$ cat src/rtl/modem_regs_map.svh
// Purpose: Offsets, fields and reset values of the register bank
// Assumes: Seven-bit addresses from the SPI command byte
// Notes:   Definitions only
`ifndef MODEM_REGS_MAP_SVH
`define MODEM_REGS_MAP_SVH

// Register offsets
`define OFS_RX_AMP_CONTROL      7'h0c
`define OFS_BUFFER_ACCESS_PTR   7'h0d
`define OFS_TX_BUFFER_BASE      7'h0e
`define OFS_RX_BUFFER_BASE      7'h0f
`define OFS_LAST_PACKET_START   7'h10
`define OFS_EVENT_MASK          7'h11
`define OFS_EVENT_FLAGS         7'h12
`define OFS_RX_PAYLOAD_LENGTH   7'h13
`define OFS_GOOD_HDR_CNT_HIGH   7'h14
`define OFS_GOOD_HDR_CNT_LOW    7'h15
`define OFS_GOOD_PKT_CNT_HIGH   7'h16
`define OFS_GOOD_PKT_CNT_LOW    7'h17
`define OFS_DEMOD_STATE         7'h18

// Field positions inside the amplifier control register
`define GAIN_STEP_HI            7
`define GAIN_STEP_LO            5
`define LOW_BAND_CUR_HI         4
`define LOW_BAND_CUR_LO         3
`define AMP_RESERVED_BIT        2
`define HIGH_BAND_CUR_HI        1
`define HIGH_BAND_CUR_LO        0

// Field codes
`define GAIN_CODE_MAX           3'h1
`define GAIN_CODE_MIN           3'h6
`define AMP_CUR_DEFAULT         2'h0
`define AMP_CUR_BOOST           2'h3

// Reset values
`define RST_RX_AMP_CONTROL      8'h20
`define RST_BUFFER_ACCESS_PTR   8'h00
`define RST_TX_BUFFER_BASE      8'h80
`define RST_RX_BUFFER_BASE      8'h00
`define RST_EVENT_MASK          8'h00
`define RST_EVENT_FLAGS         8'h00
`define RST_DEMOD_BITS          5'h10
`define RST_GAIN_ONEHOT         6'h01

`endif

$ cat src/rtl/modem_regs_pkg.sv
// Purpose: Shared types of the modem register bank
// Assumes: Used together with modem_regs_map.svh
// Notes:   Types only
package modem_regs_pkg;

    typedef logic [7:0]  byte_t;      // One register
    typedef logic [6:0]  reg_addr_t;  // Register address
    typedef logic [15:0] count_t;     // Good header or packet count

    // Bit positions of the event flags and their mask bits
    typedef enum logic [2:0] {
        EV_DETECT_HIT      = 3'b000,
        EV_HOP_CHANGE      = 3'b001,
        EV_DETECT_COMPLETE = 3'b010,
        EV_TX_COMPLETE     = 3'b011,
        EV_HEADER_OK       = 3'b100,
        EV_PAYLOAD_FAIL    = 3'b101,
        EV_RX_COMPLETE     = 3'b110,
        EV_RX_TIMEOUT      = 3'b111
    } event_bit_e;

    // Phase of an SPI frame
    typedef enum logic {
        PH_ADDR = 1'b0,
        PH_DATA = 1'b1
    } spi_phase_e;

endpackage

$ cat src/rtl/modem_regs.sv
// Purpose: Modem register bank
// Assumes: Host on SPI pins; modem inputs on clk_sys
// Notes:   Reads have no side effects; unmapped and read-only writes are ignored
//
// Functional notes
// - Gain field codes 001 to 110 select six steps
// - Low-band current holds 00; others reserved; the register stores and outputs any code as written
// - High-band current code 11 gives 150 percent
// - Access pointer RW, resets zero, marks buffer access
// - Transmit base RW, resets 0x80
// - Receive base RW, resets 0x00
// - Read-only start of last received packet
// - Mask bit set blocks that interrupt; resets zero
// - Writing one clears the matching flag
// - Flag bits: timeout down to detection hit
// - Read-only payload byte count of last packet
// - Sixteen-bit good header count, two read bytes
// - Sixteen-bit good packet count, two read bytes
// - Sleep mode clears both counters
// - Status: coding rate plus five modem bits
`timescale 1ns/1ns
`include "modem_regs_map.svh"
module modem_regs
    import modem_regs_pkg::*;
(
    input  wire logic        clk_sys,               // System clock, 100 MHz
    input  wire logic        rst_b,                 // Asynchronous reset, active low
    input  wire logic        spi_sck,               // SPI clock pin
    input  wire logic        spi_nss_b,             // SPI select pin, active low
    input  wire logic        spi_mosi,              // SPI data in pin
    input  wire logic [7:0]  event_pulse,           // Modem events, one-cycle pulses
    input  wire logic        packet_ok_pulse,       // Good packet received
    input  wire logic        sleep_mode,            // Device is in sleep mode
    input  wire logic        rx_mode_entry,         // One-cycle pulse on entry into receive
    input  wire logic        rx_packet_store,       // Latch start and length of a packet
    input  wire byte_t       rx_packet_start,       // Buffer location of packet start
    input  wire byte_t       rx_packet_length,      // Payload byte count of packet
    input  wire logic [2:0]  header_code_rate,      // Coding rate from last header
    input  wire logic [4:0]  demod_bits_in,         // Clear, hdr valid, rx, sync, detect
    input  wire logic        buf_ptr_advance,       // Buffer logic stepped the pointer
    output logic             spi_miso,              // SPI data out
    output logic             spi_miso_oe,           // High while miso is driven
    output logic             irq,                   // Interrupt, active high
    output logic [5:0]       gain_step_sel,         // One-hot gain step, bit 0 maximum
    output logic [1:0]       low_band_amp_current,  // Low-band current field
    output logic [1:0]       high_band_amp_current, // High-band current field
    output logic             high_band_boost,       // High-band current at 150 percent
    output byte_t            buffer_access_pointer, // Buffer location for SPI data
    output byte_t            tx_buffer_base,        // Modulator payload start
    output byte_t            rx_buffer_base         // Demodulator payload start
);

    // Reset synchroniser
    logic        rst_meta_q;  // First stage, read only by the second
    logic        rst_n;       // Released copy used by the design

    // Registers
    byte_t       amp_ctrl_q;        // Amplifier control register
    byte_t       access_ptr_q;      // Buffer access pointer
    byte_t       tx_base_q;         // Transmit base
    byte_t       rx_base_q;         // Receive base
    byte_t       last_start_q;      // Start of last packet
    byte_t       event_mask_q;      // Event mask
    byte_t       event_flags_q;     // Event flags
    byte_t       event_flags_d;
    byte_t       payload_len_q;     // Payload bytes of last packet
    count_t      hdr_count_q;       // Good header count
    count_t      pkt_count_q;       // Good packet count
    logic [2:0]  code_rate_q;       // Coding rate of last header
    logic [4:0]  demod_bits_q;      // Modem status bits
    logic [5:0]  gain_sel_q;        // Decoded gain step
    logic        hb_boost_q;        // Decoded high-band boost
    logic        irq_q;             // Interrupt output flop

    // SPI side
    reg_addr_t   rd_addr;           // Address being read
    byte_t       rd_data;           // Read mux result
    logic        wr_stb;            // Write strobe
    reg_addr_t   wr_addr;           // Write address
    byte_t       wr_data;           // Write data
    logic        miso_q;            // From the port flop
    logic        miso_oe_q;         // From the port flop

    // Release reset through two flops
    always_ff @(posedge clk_sys or negedge rst_b) begin
        if (!rst_b) begin
            rst_meta_q <= 1'b0;
            rst_n      <= 1'b0;
        end else begin
            rst_meta_q <= 1'b1;
            rst_n      <= rst_meta_q;
        end
    end

    // SPI register port
    spi_reg_port u_spi (
        .clk_sys   (clk_sys),
        .rst_n     (rst_n),
        .sck_pin   (spi_sck),
        .nss_b_pin (spi_nss_b),
        .mosi_pin  (spi_mosi),
        .rd_data   (rd_data),
        .rd_addr   (rd_addr),
        .wr_stb    (wr_stb),
        .wr_addr   (wr_addr),
        .wr_data   (wr_data),
        .miso      (miso_q),
        .miso_oe   (miso_oe_q)
    );

    // Write decode
    wire wr_amp   = wr_stb & (wr_addr == `OFS_RX_AMP_CONTROL);
    wire wr_ptr   = wr_stb & (wr_addr == `OFS_BUFFER_ACCESS_PTR);
    wire wr_txb   = wr_stb & (wr_addr == `OFS_TX_BUFFER_BASE);
    wire wr_rxb   = wr_stb & (wr_addr == `OFS_RX_BUFFER_BASE);
    wire wr_mask  = wr_stb & (wr_addr == `OFS_EVENT_MASK);
    wire wr_flags = wr_stb & (wr_addr == `OFS_EVENT_FLAGS);

    // Clear mask: only ones written to the flag register clear
    wire byte_t flag_clear = wr_flags ? wr_data : 8'h00;

    // Gain field and its validity
    wire [2:0]  gain_code  = amp_ctrl_q[`GAIN_STEP_HI:`GAIN_STEP_LO];
    wire        gain_valid = (gain_code >= `GAIN_CODE_MAX) &&
                             (gain_code <= `GAIN_CODE_MIN);
    wire [2:0]  gain_index = gain_code - `GAIN_CODE_MAX;
    wire [5:0]  gain_onehot = 6'h01 << gain_index;
    wire [1:0]  hb_code    = amp_ctrl_q[`HIGH_BAND_CUR_HI:`HIGH_BAND_CUR_LO];

    // Counter control: sleep or receive entry clears, events count
    wire        count_clear = sleep_mode | rx_mode_entry;
    wire        hdr_inc     = event_pulse[EV_HEADER_OK];

    // Read mux
    always_comb begin
        unique case (rd_addr)
            `OFS_RX_AMP_CONTROL:    rd_data = amp_ctrl_q;
            `OFS_BUFFER_ACCESS_PTR: rd_data = access_ptr_q;
            `OFS_TX_BUFFER_BASE:    rd_data = tx_base_q;
            `OFS_RX_BUFFER_BASE:    rd_data = rx_base_q;
            `OFS_LAST_PACKET_START: rd_data = last_start_q;
            `OFS_EVENT_MASK:        rd_data = event_mask_q;
            `OFS_EVENT_FLAGS:       rd_data = event_flags_q;
            `OFS_RX_PAYLOAD_LENGTH: rd_data = payload_len_q;
            `OFS_GOOD_HDR_CNT_HIGH: rd_data = hdr_count_q[15:8];
            `OFS_GOOD_HDR_CNT_LOW:  rd_data = hdr_count_q[7:0];
            `OFS_GOOD_PKT_CNT_HIGH: rd_data = pkt_count_q[15:8];
            `OFS_GOOD_PKT_CNT_LOW:  rd_data = pkt_count_q[7:0];
            `OFS_DEMOD_STATE:       rd_data = {code_rate_q, demod_bits_q};
            default:                rd_data = 8'h00; // Unmapped reads zero
        endcase
    end

    // Amplifier control register; the low-band field is stored as written
    always_ff @(posedge clk_sys or negedge rst_n) begin
        if (!rst_n) begin
            amp_ctrl_q <= `RST_RX_AMP_CONTROL;
        end else if (wr_amp) begin
            amp_ctrl_q <= wr_data;
        end
    end

    // Decoded amplifier settings; unused gain codes keep the last step
    always_ff @(posedge clk_sys or negedge rst_n) begin
        if (!rst_n) begin
            gain_sel_q <= `RST_GAIN_ONEHOT;
            hb_boost_q <= 1'b0;
        end else begin
            if (gain_valid) begin
                gain_sel_q <= gain_onehot;
            end
            hb_boost_q <= (hb_code == `AMP_CUR_BOOST);
        end
    end

    // Buffer pointers; a host write wins over an advance
    always_ff @(posedge clk_sys or negedge rst_n) begin
        if (!rst_n) begin
            access_ptr_q <= `RST_BUFFER_ACCESS_PTR;
            tx_base_q    <= `RST_TX_BUFFER_BASE;
            rx_base_q    <= `RST_RX_BUFFER_BASE;
        end else begin
            if (wr_ptr) begin
                access_ptr_q <= wr_data;
            end else if (buf_ptr_advance) begin
                access_ptr_q <= access_ptr_q + 8'h01;
            end
            if (wr_txb) begin
                tx_base_q <= wr_data;
            end
            if (wr_rxb) begin
                rx_base_q <= wr_data;
            end
        end
    end

    // Last packet start and length, captured from the demodulator
    always_ff @(posedge clk_sys or negedge rst_n) begin
        if (!rst_n) begin
            last_start_q  <= 8'h00;
            payload_len_q <= 8'h00;
        end else if (rx_packet_store) begin
            last_start_q  <= rx_packet_start;
            payload_len_q <= rx_packet_length;
        end
    end

    // Event flags: a new event wins over a clear in the same cycle
    always_comb begin
        event_flags_d = (event_flags_q & ~flag_clear) | event_pulse;
    end

    // Mask and flag registers
    always_ff @(posedge clk_sys or negedge rst_n) begin
        if (!rst_n) begin
            event_mask_q  <= `RST_EVENT_MASK;
            event_flags_q <= `RST_EVENT_FLAGS;
        end else begin
            if (wr_mask) begin
                event_mask_q <= wr_data;
            end
            event_flags_q <= event_flags_d;
        end
    end

    // Interrupt: any flag whose mask bit is clear
    always_ff @(posedge clk_sys or negedge rst_n) begin
        if (!rst_n) begin
            irq_q <= 1'b0;
        end else begin
            irq_q <= |(event_flags_d & ~(wr_mask ? wr_data : event_mask_q));
        end
    end

    // Good header and packet counters; clearing wins over counting
    always_ff @(posedge clk_sys or negedge rst_n) begin
        if (!rst_n) begin
            hdr_count_q <= 16'h0000;
            pkt_count_q <= 16'h0000;
        end else if (count_clear) begin
            hdr_count_q <= 16'h0000;
            pkt_count_q <= 16'h0000;
        end else begin
            if (hdr_inc) begin
                hdr_count_q <= hdr_count_q + 16'h0001;
            end
            if (packet_ok_pulse) begin
                pkt_count_q <= pkt_count_q + 16'h0001;
            end
        end
    end

    // Modem status copy
    always_ff @(posedge clk_sys or negedge rst_n) begin
        if (!rst_n) begin
            code_rate_q  <= 3'h0;
            demod_bits_q <= `RST_DEMOD_BITS;
        end else begin
            code_rate_q  <= header_code_rate;
            demod_bits_q <= demod_bits_in;
        end
    end

    // Outputs, each straight from a flop
    assign spi_miso              = miso_q;
    assign spi_miso_oe           = miso_oe_q;
    assign irq                   = irq_q;
    assign gain_step_sel         = gain_sel_q;
    assign low_band_amp_current  = amp_ctrl_q[`LOW_BAND_CUR_HI:`LOW_BAND_CUR_LO];
    assign high_band_amp_current = hb_code;
    assign high_band_boost       = hb_boost_q;
    assign buffer_access_pointer = access_ptr_q;
    assign tx_buffer_base        = tx_base_q;
    assign rx_buffer_base        = rx_base_q;

endmodule

$ cat src/rtl/spi_reg_port.sv
// Purpose: SPI slave for register access
// Assumes: Mode 0, MSB first; first byte is write flag plus address; SCK at most clk_sys/20
// Notes:   Bursts auto-increment the address; all input pins pass two flip-flops
`timescale 1ns/1ns
module spi_reg_port
    import modem_regs_pkg::*;
(
    input  wire logic      clk_sys,    // System clock
    input  wire logic      rst_n,      // Synchronised reset, active low
    input  wire logic      sck_pin,    // SPI clock pin
    input  wire logic      nss_b_pin,  // SPI select pin, active low
    input  wire logic      mosi_pin,   // SPI data in pin
    input  wire byte_t     rd_data,    // Read data for rd_addr
    output reg_addr_t      rd_addr,    // Address of the byte about to be read
    output logic           wr_stb,     // One-cycle write strobe
    output reg_addr_t      wr_addr,    // Write address
    output byte_t          wr_data,    // Write data
    output logic           miso,       // SPI data out
    output logic           miso_oe     // High while the slave drives miso
);

    logic [2:0]  sync1_q;      // First stage, read only by the second
    logic [2:0]  sync2_q;      // Second stage: {sck, nss_b, mosi}
    logic        sck_prev_q;   // Previous synchronised clock
    logic [2:0]  bit_cnt_q;    // Bits received in current byte
    logic [6:0]  shift_in_q;   // Incoming bits
    byte_t       shift_out_q;  // Outgoing bits
    spi_phase_e  phase_q;      // Address or data phase
    logic        write_q;      // Frame is a write
    reg_addr_t   addr_q;       // Current burst address
    logic        load_q;       // Load read data next cycle
    logic        wr_stb_q;
    reg_addr_t   wr_addr_q;
    byte_t       wr_data_q;
    logic        miso_q;
    logic        miso_oe_q;

    // Decoded pin events
    wire         sck_s     = sync2_q[2];
    wire         nss_b_s   = sync2_q[1];
    wire         mosi_s    = sync2_q[0];
    wire         sck_rise  = sck_s & ~sck_prev_q;
    wire         sck_fall  = ~sck_s & sck_prev_q;
    wire         byte_done = sck_rise & (bit_cnt_q == 3'h7) & ~nss_b_s;
    wire byte_t  byte_in   = {shift_in_q, mosi_s};

    // Two-stage pin synchroniser
    always_ff @(posedge clk_sys or negedge rst_n) begin
        if (!rst_n) begin
            sync1_q    <= 3'h2;
            sync2_q    <= 3'h2;
            sck_prev_q <= 1'b0;
        end else begin
            sync1_q    <= {sck_pin, nss_b_pin, mosi_pin};
            sync2_q    <= sync1_q;
            sck_prev_q <= sync2_q[2];
        end
    end

    // Receive side: bit count, address phase and burst address
    always_ff @(posedge clk_sys or negedge rst_n) begin
        if (!rst_n) begin
            bit_cnt_q  <= 3'h0;
            shift_in_q <= 7'h00;
            phase_q    <= PH_ADDR;
            write_q    <= 1'b0;
            addr_q     <= 7'h00;
            load_q     <= 1'b0;
        end else if (nss_b_s) begin
            // Deselected: frame ends
            bit_cnt_q <= 3'h0;
            phase_q   <= PH_ADDR;
            load_q    <= 1'b0;
        end else begin
            load_q <= 1'b0;
            if (sck_rise) begin
                bit_cnt_q  <= bit_cnt_q + 3'h1;
                shift_in_q <= byte_in[6:0];
            end
            if (byte_done) begin
                unique case (phase_q)
                    PH_ADDR: begin
                        phase_q <= PH_DATA;
                        write_q <= byte_in[7];
                        addr_q  <= byte_in[6:0];
                        load_q  <= ~byte_in[7];
                    end
                    PH_DATA: begin
                        addr_q <= addr_q + 7'h01;
                        load_q <= ~write_q;
                    end
                endcase
            end
        end
    end

    // Write strobe after each complete data byte of a write frame
    always_ff @(posedge clk_sys or negedge rst_n) begin
        if (!rst_n) begin
            wr_stb_q  <= 1'b0;
            wr_addr_q <= 7'h00;
            wr_data_q <= 8'h00;
        end else begin
            wr_stb_q <= byte_done & (phase_q == PH_DATA) & write_q;
            if (byte_done) begin
                wr_addr_q <= addr_q;
                wr_data_q <= byte_in;
            end
        end
    end

    // Transmit side: load read data, present one bit per falling edge
    always_ff @(posedge clk_sys or negedge rst_n) begin
        if (!rst_n) begin
            shift_out_q <= 8'h00;
            miso_q      <= 1'b0;
            miso_oe_q   <= 1'b0;
        end else begin
            miso_oe_q <= ~nss_b_s;
            if (nss_b_s) begin
                shift_out_q <= 8'h00;
                miso_q      <= 1'b0;
            end else if (load_q) begin
                shift_out_q <= rd_data;
            end else if (sck_fall) begin
                miso_q      <= shift_out_q[7];
                shift_out_q <= {shift_out_q[6:0], 1'b0};
            end
        end
    end

    assign rd_addr = addr_q;
    assign wr_stb  = wr_stb_q;
    assign wr_addr = wr_addr_q;
    assign wr_data = wr_data_q;
    assign miso    = miso_q;
    assign miso_oe = miso_oe_q;

endmodule

$ cat config.mk
export PLATFORM = sky130hd
export DESIGN_NAME = modem_regs
export DESIGN_NICKNAME = d
export VERILOG_FILES = /design/src/rtl/modem_regs_pkg.sv /design/src/rtl/modem_regs.sv /design/src/rtl/spi_reg_port.sv
export VERILOG_INCLUDE_DIRS = /design/src /design/src/rtl
export SDC_FILE = /design/constraint.sdc
export NUM_CORES = 1
export LEC_CHECK = 0
export BUFFER_PORTS_ARGS = -buffer_cell sky130_fd_sc_hd__buf_2
export CAP_MARGIN = 20
export CORE_ASPECT_RATIO = 1.25
export CORE_MARGIN = 10
export CORE_UTILIZATION = 42
export CTS_CLUSTER_SIZE = 25
export DETAILED_ROUTE_END_ITERATION = 6
export PLACE_DENSITY = 0.68
export SETUP_SLACK_MARGIN = 0.3
export SYNTH_ARGS = -nofsm -noshare
export SYNTH_HDL_FRONTEND = slang
export SYNTH_HIERARCHICAL = 1
export SYNTH_SLANG_ARGS = --single-unit
export TNS_END_PERCENT = 20
$ cat constraint.sdc
create_clock -name clk_sys -period 7.8 [get_ports clk_sys]
set_input_delay 1.17 -clock clk_sys [delete_from_list [all_inputs] [get_ports clk_sys]]
set_output_delay 1.17 -clock clk_sys [all_outputs]
set_load 0.01 [all_outputs]
---- Word level (Yosys, flattened, before mapping) ----
Cells that the tools add are included.
word-level totals
  bits of input ports ..................... 42
  latch bits .............................. 0
  memories ................................ 0
  ROM bits ................................ 0
  memory bits (writable) .................. 0
  flip-flop bits (word level) ............. 167
  logic and storage cells ................. 123
  output and inout port bits .............. 38
operators by class
  muxes and demuxes ....................... 23
  divide/modulo/power cells ............... 0
  $add $sub $neg .......................... 6
  bitwise operators ....................... 24
  $lt $le $gt $ge ......................... 2
  multipliers ............................. 0
  reduce and logical (&&, ||, !) cells .... 13
  shift operators ......................... 1
  equal/unequal tests ..................... 22
operator list
  kind                                                    count
  one-hot mux 8 bit (13 select lines)                     1
  == test 7 x 5 -> 1 bit (second input constant)          11
  two-way mux 16 bit                                      4
  == test 7 x 4 -> 1 bit (second input constant)          8
  two-way mux 8 bit                                       7
  adder 16 x 1 -> 16 bit (second input constant)          2
  bitwise AND 8 bit                                       2
  NOT 8 bit                                               2
  one-hot mux 7 bit (2 select lines)                      1
  bitwise AND 1 bit                                       12
  nonzero test 2 bit                                      6
  adder 8 x 1 -> 8 bit (second input constant)            1
  OR 8 bit                                                1
  OR reduction 8 bit                                      1
  adder 7 x 1 -> 7 bit (second input constant)            1
  two-way mux 1 bit                                       7
  two-way mux 3 bit                                       2
  NOT 1 bit                                               6
  AND reduction 2 bit                                     3
  << shifter 1 x 3 -> 6 bit (first input constant)        1
  adder 3 x 1 -> 3 bit (second input constant)            1
  == test 3 bit (second input constant)                   1
  >= comparator 3 x 1 -> 1 bit (second input constant)    1
  less-or-equal comparator 3 bit (second input constant)  1
  other kinds (8)                                         8

---- Longest topological paths before layout ----
  depth after elaboration ................. 8
  mapped depth ............................ 9
  mapped depth without buffers ............ 7

---- Modules after synthesis ----
Netlist, hierarchy kept.
modules (own cells, without submodules)
  module        area an instance (sq um)  times used  seq. area each (sq um)  cells an instance
  modem_regs    5716.7                    1           2857.7                  496
  spi_reg_port  2177.1                    1           1328.8                  192

---- Worst setup path before layout ----
No wires, ideal clock.
  path kind ............................... input-to-reg
  start point ............................. in event_pulse[4]
  end point ............................... reg hdr_count_q[15]
  stages on the path ...................... 6
  buffers on the path ..................... 1
  arrival time ............................ 2192 ps
  required time ........................... 7668 ps
  path slack .............................. 5477 ps
  library setup time ...................... 132 ps
  path through ............................ buf_4 -> nand4_1 -> nor4_1 -> nand4_1 -> xor2_1 -> nor2_1
between the ends
  longest elaborated chain between the ends .. 1
RTL lines
  what                                 line               source
  start, declared                      modem_regs.sv:31   input wire logic [7:0] event_pulse,
  nonzero test 2 bit (no source line)  n/a
  end signal, assigned                 modem_regs.sv:245  hdr_count_q <= hdr_count_q + 16'h0001;
  end, declared                        modem_regs.sv:67   count_t hdr_count_q;
Every way passes these cells.
A chain may end at the register's enable or synchronous reset.

---- Final worst setup path ----
  start point ............................. reg u_spi.addr_q[0], in the netlist u_spi/rd_addr[0]
  end point ............................... reg u_spi.shift_out_q[3]
between the ends
  longest elaborated chain between the ends .. 4
  elaborated cells between the ends (all ways) .. 16
  classes of those cells .................. eq/ne: 13; mux: 3
RTL lines
  what                                                                     line                 source
  start, declared                                                          spi_reg_port.sv:30   reg_addr_t addr_q;
  start signal, assigned                                                   spi_reg_port.sv:85   addr_q <= byte_in[6:0];
  start signal, assigned                                                   spi_reg_port.sv:89   addr_q <= addr_q + 7'h01;
  == test 7 x 5 -> 1 bit / == test 7 x 4 -> 1 bit (equally long branches)  modem_regs.sv:136    unique case (rd_addr)
  one-hot mux 8 bit (13 select lines) *                                    modem_regs.sv:136
  via rd_data[3]                                                           modem_regs.sv:77     byte_t rd_data;
  two-way mux 8 bit *                                                      spi_reg_port.sv:123  end else if (load_q) begin
  two-way mux 8 bit *                                                      spi_reg_port.sv:120  if (nss_b_s) begin
  end signal, assigned                                                     spi_reg_port.sv:124  shift_out_q <= rd_data;
  end signal, assigned                                                     spi_reg_port.sv:127  shift_out_q <= {shift_out_q[6:0], 1'b0};
  end, declared                                                            spi_reg_port.sv:27   byte_t shift_out_q;
The timed path passes the listed nets; every way through them passes the cells marked *.

==> results.sh <==
export IMPL_total_wire_length_mm=19.18
export IMPL_pre_cts_ws_ns=4.895
export IMPL_filler_cell_count=1667
export IMPL_data_required_time_of_the_worst_path_ns=8.08
export IMPL_fmaxAchievable_mhz=342.6
export IMPL_floorplan_initialDensity=0.4235
export IMPL_startpoint_type="flip-flop"
export IMPL_post_cts_hold_buffer_count=0
export IMPL_mappedNetlistArea_um2=7894
export IMPL_postLayoutSetupSlackWorst_ns=4.881
export IMPL_worstMarginPinSlew_ns=1.051
export IMPL_outcome="finished clean"
export IMPL_finalSetupViolCount=0
export IMPL_postSynthNetCount=736
export IMPL_mostFrequentLayoutCells="160 x sky130_fd_sc_hd__dfrtp_1, 82 x sky130_fd_sc_hd__nand2_1, 79 x sky130_fd_sc_hd__buf_2"
export IMPL_overflow=0
export IMPL_ant_nets=0
export IMPL_drv_slew=0
export IMPL_cts_htree_levels=4
export IMPL_powerDensity_nw_per_um2=215.0
export IMPL_drt_first_iter_violations=524
export IMPL_asyncSetResetFlopFracSynth=1.000
export IMPL_max_slew_margin=0.2994
export IMPL_timing_setup_tns_ns=0
export IMPL_number_of_antenna_violations_at_the_first_check_in_global_routing=0
export IMPL_pin_count_of_the_biggest_net_entering_global_routing=86
export IMPL_cts_tree="yes"
export IMPL_area_inside_the_core_boundary_um2=18640
export IMPL_setup_repair_after_global_routing_missed_its_margin="no"
export IMPL_nNetsFinal=803
export IMPL_worstSkewPairLatency_ns=0.44
export IMPL_cp_data_arrival_time_ns=3.20
export IMPL_hold_violation_total_from_the_final_report=0
export IMPL_remaining_drc_errors=0
export IMPL_clk_pin_slew_ns=0.06
export IMPL_clkSinkCount=167
export IMPL_global_route_usage_total=0.1585
export IMPL_layout_cells_most_common="sky130_fd_sc_hd__dfrtp_1"
export IMPL_cts_root_to_sink_buffers=2
export IMPL_netlist_instances=688
export IMPL_first_global_vias=5546
export IMPL_timing_final_crit_share=0.3742
export IMPL_avgViaCountPerCell=5.580
export IMPL_num_rows=56
export IMPL_worst_path_max_fanout=19
export IMPL_fp_dieW_um=142.6
export IMPL_worst_hold_path_type="flip-flop to asynchronous set/reset pin"
export IMPL_design_die_area_um2=24710
export IMPL_cts_inserted_buffers=17
export IMPL_post_dp_hpwl_mm=13.44
export IMPL_setup_worst_path_end_class="flip-flop"
export IMPL_detailedRoute_firstPassIterationCount=5
export IMPL_worstSetupPathType="flip-flop to flip-flop"
export IMPL_min_period_ns=2.919
export IMPL_seq_area_frac_synth=0.5304
export IMPL_drive_above_1_share=0.2764
export IMPL_ioPinCount=80
export IMPL_layout_area_overhead_vs_synth_pct=14.55
export IMPL_detail_route_wl_per_cell_um=19.19
export IMPL_placement_io_buffers=79
export IMPL_synth_seq_cells=167
export IMPL_worst_ir_drop_vdd_mv=0.1482
export IMPL_grt_first_pass_wirelength_mm=30.84
export IMPL_cts_resized=0
export IMPL_final_setup_skew_ns=0.008014
export IMPL_syn_mean_instance_area_um2=11.47
export IMPL_number_of_enable_flip_flop_cells_after_synthesis=0
export IMPL_max_cap_violations=0
export IMPL_dieHeight_um=173.3
export IMPL_synth_main_ff_cell="sky130_fd_sc_hd__dfrtp_1"
export IMPL_power_leakage_nw=4.132
export IMPL_place_gp_congestion=0.8808
export IMPL_antenna_cells_inserted=0
export IMPL_yosysWarnings=6
export IMPL_synth_distinct_cells=62
export IMPL_vias=5574
export IMPL_cts_root_buffer="sky130_fd_sc_hd__clkbuf_16"
export IMPL_post_cts_buffers=0
[per-stage QoR]
step	instance area (um2)	hold WS [ns]	utilization	std cells	total power, mW
2_1_floorplan	7894	0.3312	-	688	1.085
3_3_place_gp	8409	0.3351	0.4512	965	1.158
3_5_place_dp	8409	0.3394	0.4512	965	1.161
4_1_cts	8967	0.3545	0.4811	996	1.959
5_1_grt	9042	0.3611	0.4852	999	2.020
6_report	9042	0.3403	0.4852	999	1.944
[report_power, final]
group | switching (mW) | leakage [nW] | total, mW | internal [mW]
sequential | 0.0641 | 2.16 | 0.982 | 0.918
clock | 0.343 | 0.266 | 0.798 | 0.455
combinational | 0.0792 | 1.70 | 0.164 | 0.0847
total | 0.486 | 4.13 | 1.94 | 1.46
[routing by layer]
layer	global-route usage	share of wire	up-vias
li1	-	-	2607
met1	0.2086	0.44	2779
met2	0.2514	0.49	159
met3	0.02906	0.046	29
met4	0.06460	0.024	0
met5	0	0	-
[final cells by class]
cell class / count / area [um2] / area share
repair buffers: 87 / 508.0 / 0.05618
multi-input cells: 473 / 3462 / 0.3829
well taps: 232 / 290.3 / 0.03210
flip-flops and latches: 167 / 4190 / 0.4634
clock buffers: 21 / 460.4 / 0.05092
inverters: 9 / 33.78 / 0.003736
clock inverters: 10 / 97.59 / 0.01079
[logic make-up after synthesis]
group / Yosys count / share of synthesized area
multiplexers: 87 / 0.1428
other: 1 / 0.0004751
AND/OR/NAND/NOR: 249 / 0.1636
flip-flops: 167 / 0.5304
adder cells (fa/ha/maj): 6 / 0.009510
buffers and inverters: 48 / 0.03107
AO/OA/AOI/OAI: 94 / 0.08227
XOR/XNOR: 36 / 0.03994
[path summary, 6_finish.rpt]
check | start | end | slack [ns] | cells after the start
setup / recovery | u_spi/rd_addr[0] | u_spi/shift_out_q[3] | 4.88 | 7
min in group clk_sys | u_spi/sync1_q[0] | u_spi/sync2_q[0] | 0.35 | 0
setup reg to reg | u_spi/rd_addr[0] | u_spi/shift_out_q[3] | 4.88 | 7
max in group asynchronous | rst_n | u_spi/shift_out_q[6] | 6.30 | 2
hold / removal | rst_n | tx_buffer_base[4] | 0.34 | 0
hold reg to reg | rst_n | tx_buffer_base[4] | 0.34 | 0
[flip-flops by register name (all words and copies together), names as in the netlist, 3 cells and up]
register               count
buffer_access_pointer      8
rx_buffer_base             8
code_rate_q                3
event_mask_q               8
amp_ctrl_q                 8
last_start_q               8
u_spi/shift_out_q          8
u_spi/sync1_q              3
u_spi/rd_addr              7
pkt_count_q               16
u_spi/sync2_q              3
u_spi/wr_addr              7
event_flags_q              8
u_spi/shift_in_q           7
u_spi/bit_cnt_q            3
demod_bits_q               5
tx_buffer_base             8
payload_len_q              8
hdr_count_q               16
u_spi/wr_data              8
gain_step_sel              6
[cells in the mapped netlist, types with 10 or more instances]
master / number / area share
sky130_fd_sc_hd__a22o_1: 11 / 0.012
sky130_fd_sc_hd__a21oi_1: 22 / 0.014
sky130_fd_sc_hd__buf_2: 16 / 0.010
sky130_fd_sc_hd__dfrtp_1: 161 / 0.51
sky130_fd_sc_hd__and3_1: 13 / 0.010
sky130_fd_sc_hd__xor2_1: 22 / 0.024
sky130_fd_sc_hd__mux2_2: 55 / 0.078
sky130_fd_sc_hd__mux2i_1: 17 / 0.022
sky130_fd_sc_hd__mux4_2: 15 / 0.043
sky130_fd_sc_hd__nor2_1: 61 / 0.029
sky130_fd_sc_hd__xnor2_1: 14 / 0.016
sky130_fd_sc_hd__o21ai_0: 13 / 0.0082
sky130_fd_sc_hd__nand2_1: 82 / 0.039
sky130_fd_sc_hd__nand4_1: 14 / 0.011
sky130_fd_sc_hd__a22oi_1: 11 / 0.010
sky130_fd_sc_hd__buf_4: 10 / 0.0095
sky130_fd_sc_hd__nand3_1: 28 / 0.018
sky130_fd_sc_hd__clkbuf_1: 12 / 0.0057
[critical path: stages (launching register included)]
cell                       delay [ns]
sky130_fd_sc_hd__dfrtp_1         1.04
sky130_fd_sc_hd__buf_4           0.40
sky130_fd_sc_hd__mux4_2          0.54
sky130_fd_sc_hd__a22o_1          0.24
sky130_fd_sc_hd__a221oi_1        0.21
sky130_fd_sc_hd__o31ai_1         0.12
sky130_fd_sc_hd__mux2i_1         0.14
sky130_fd_sc_hd__o31ai_1         0.08
No activity file was read; power rests on OpenSTA's default activity.
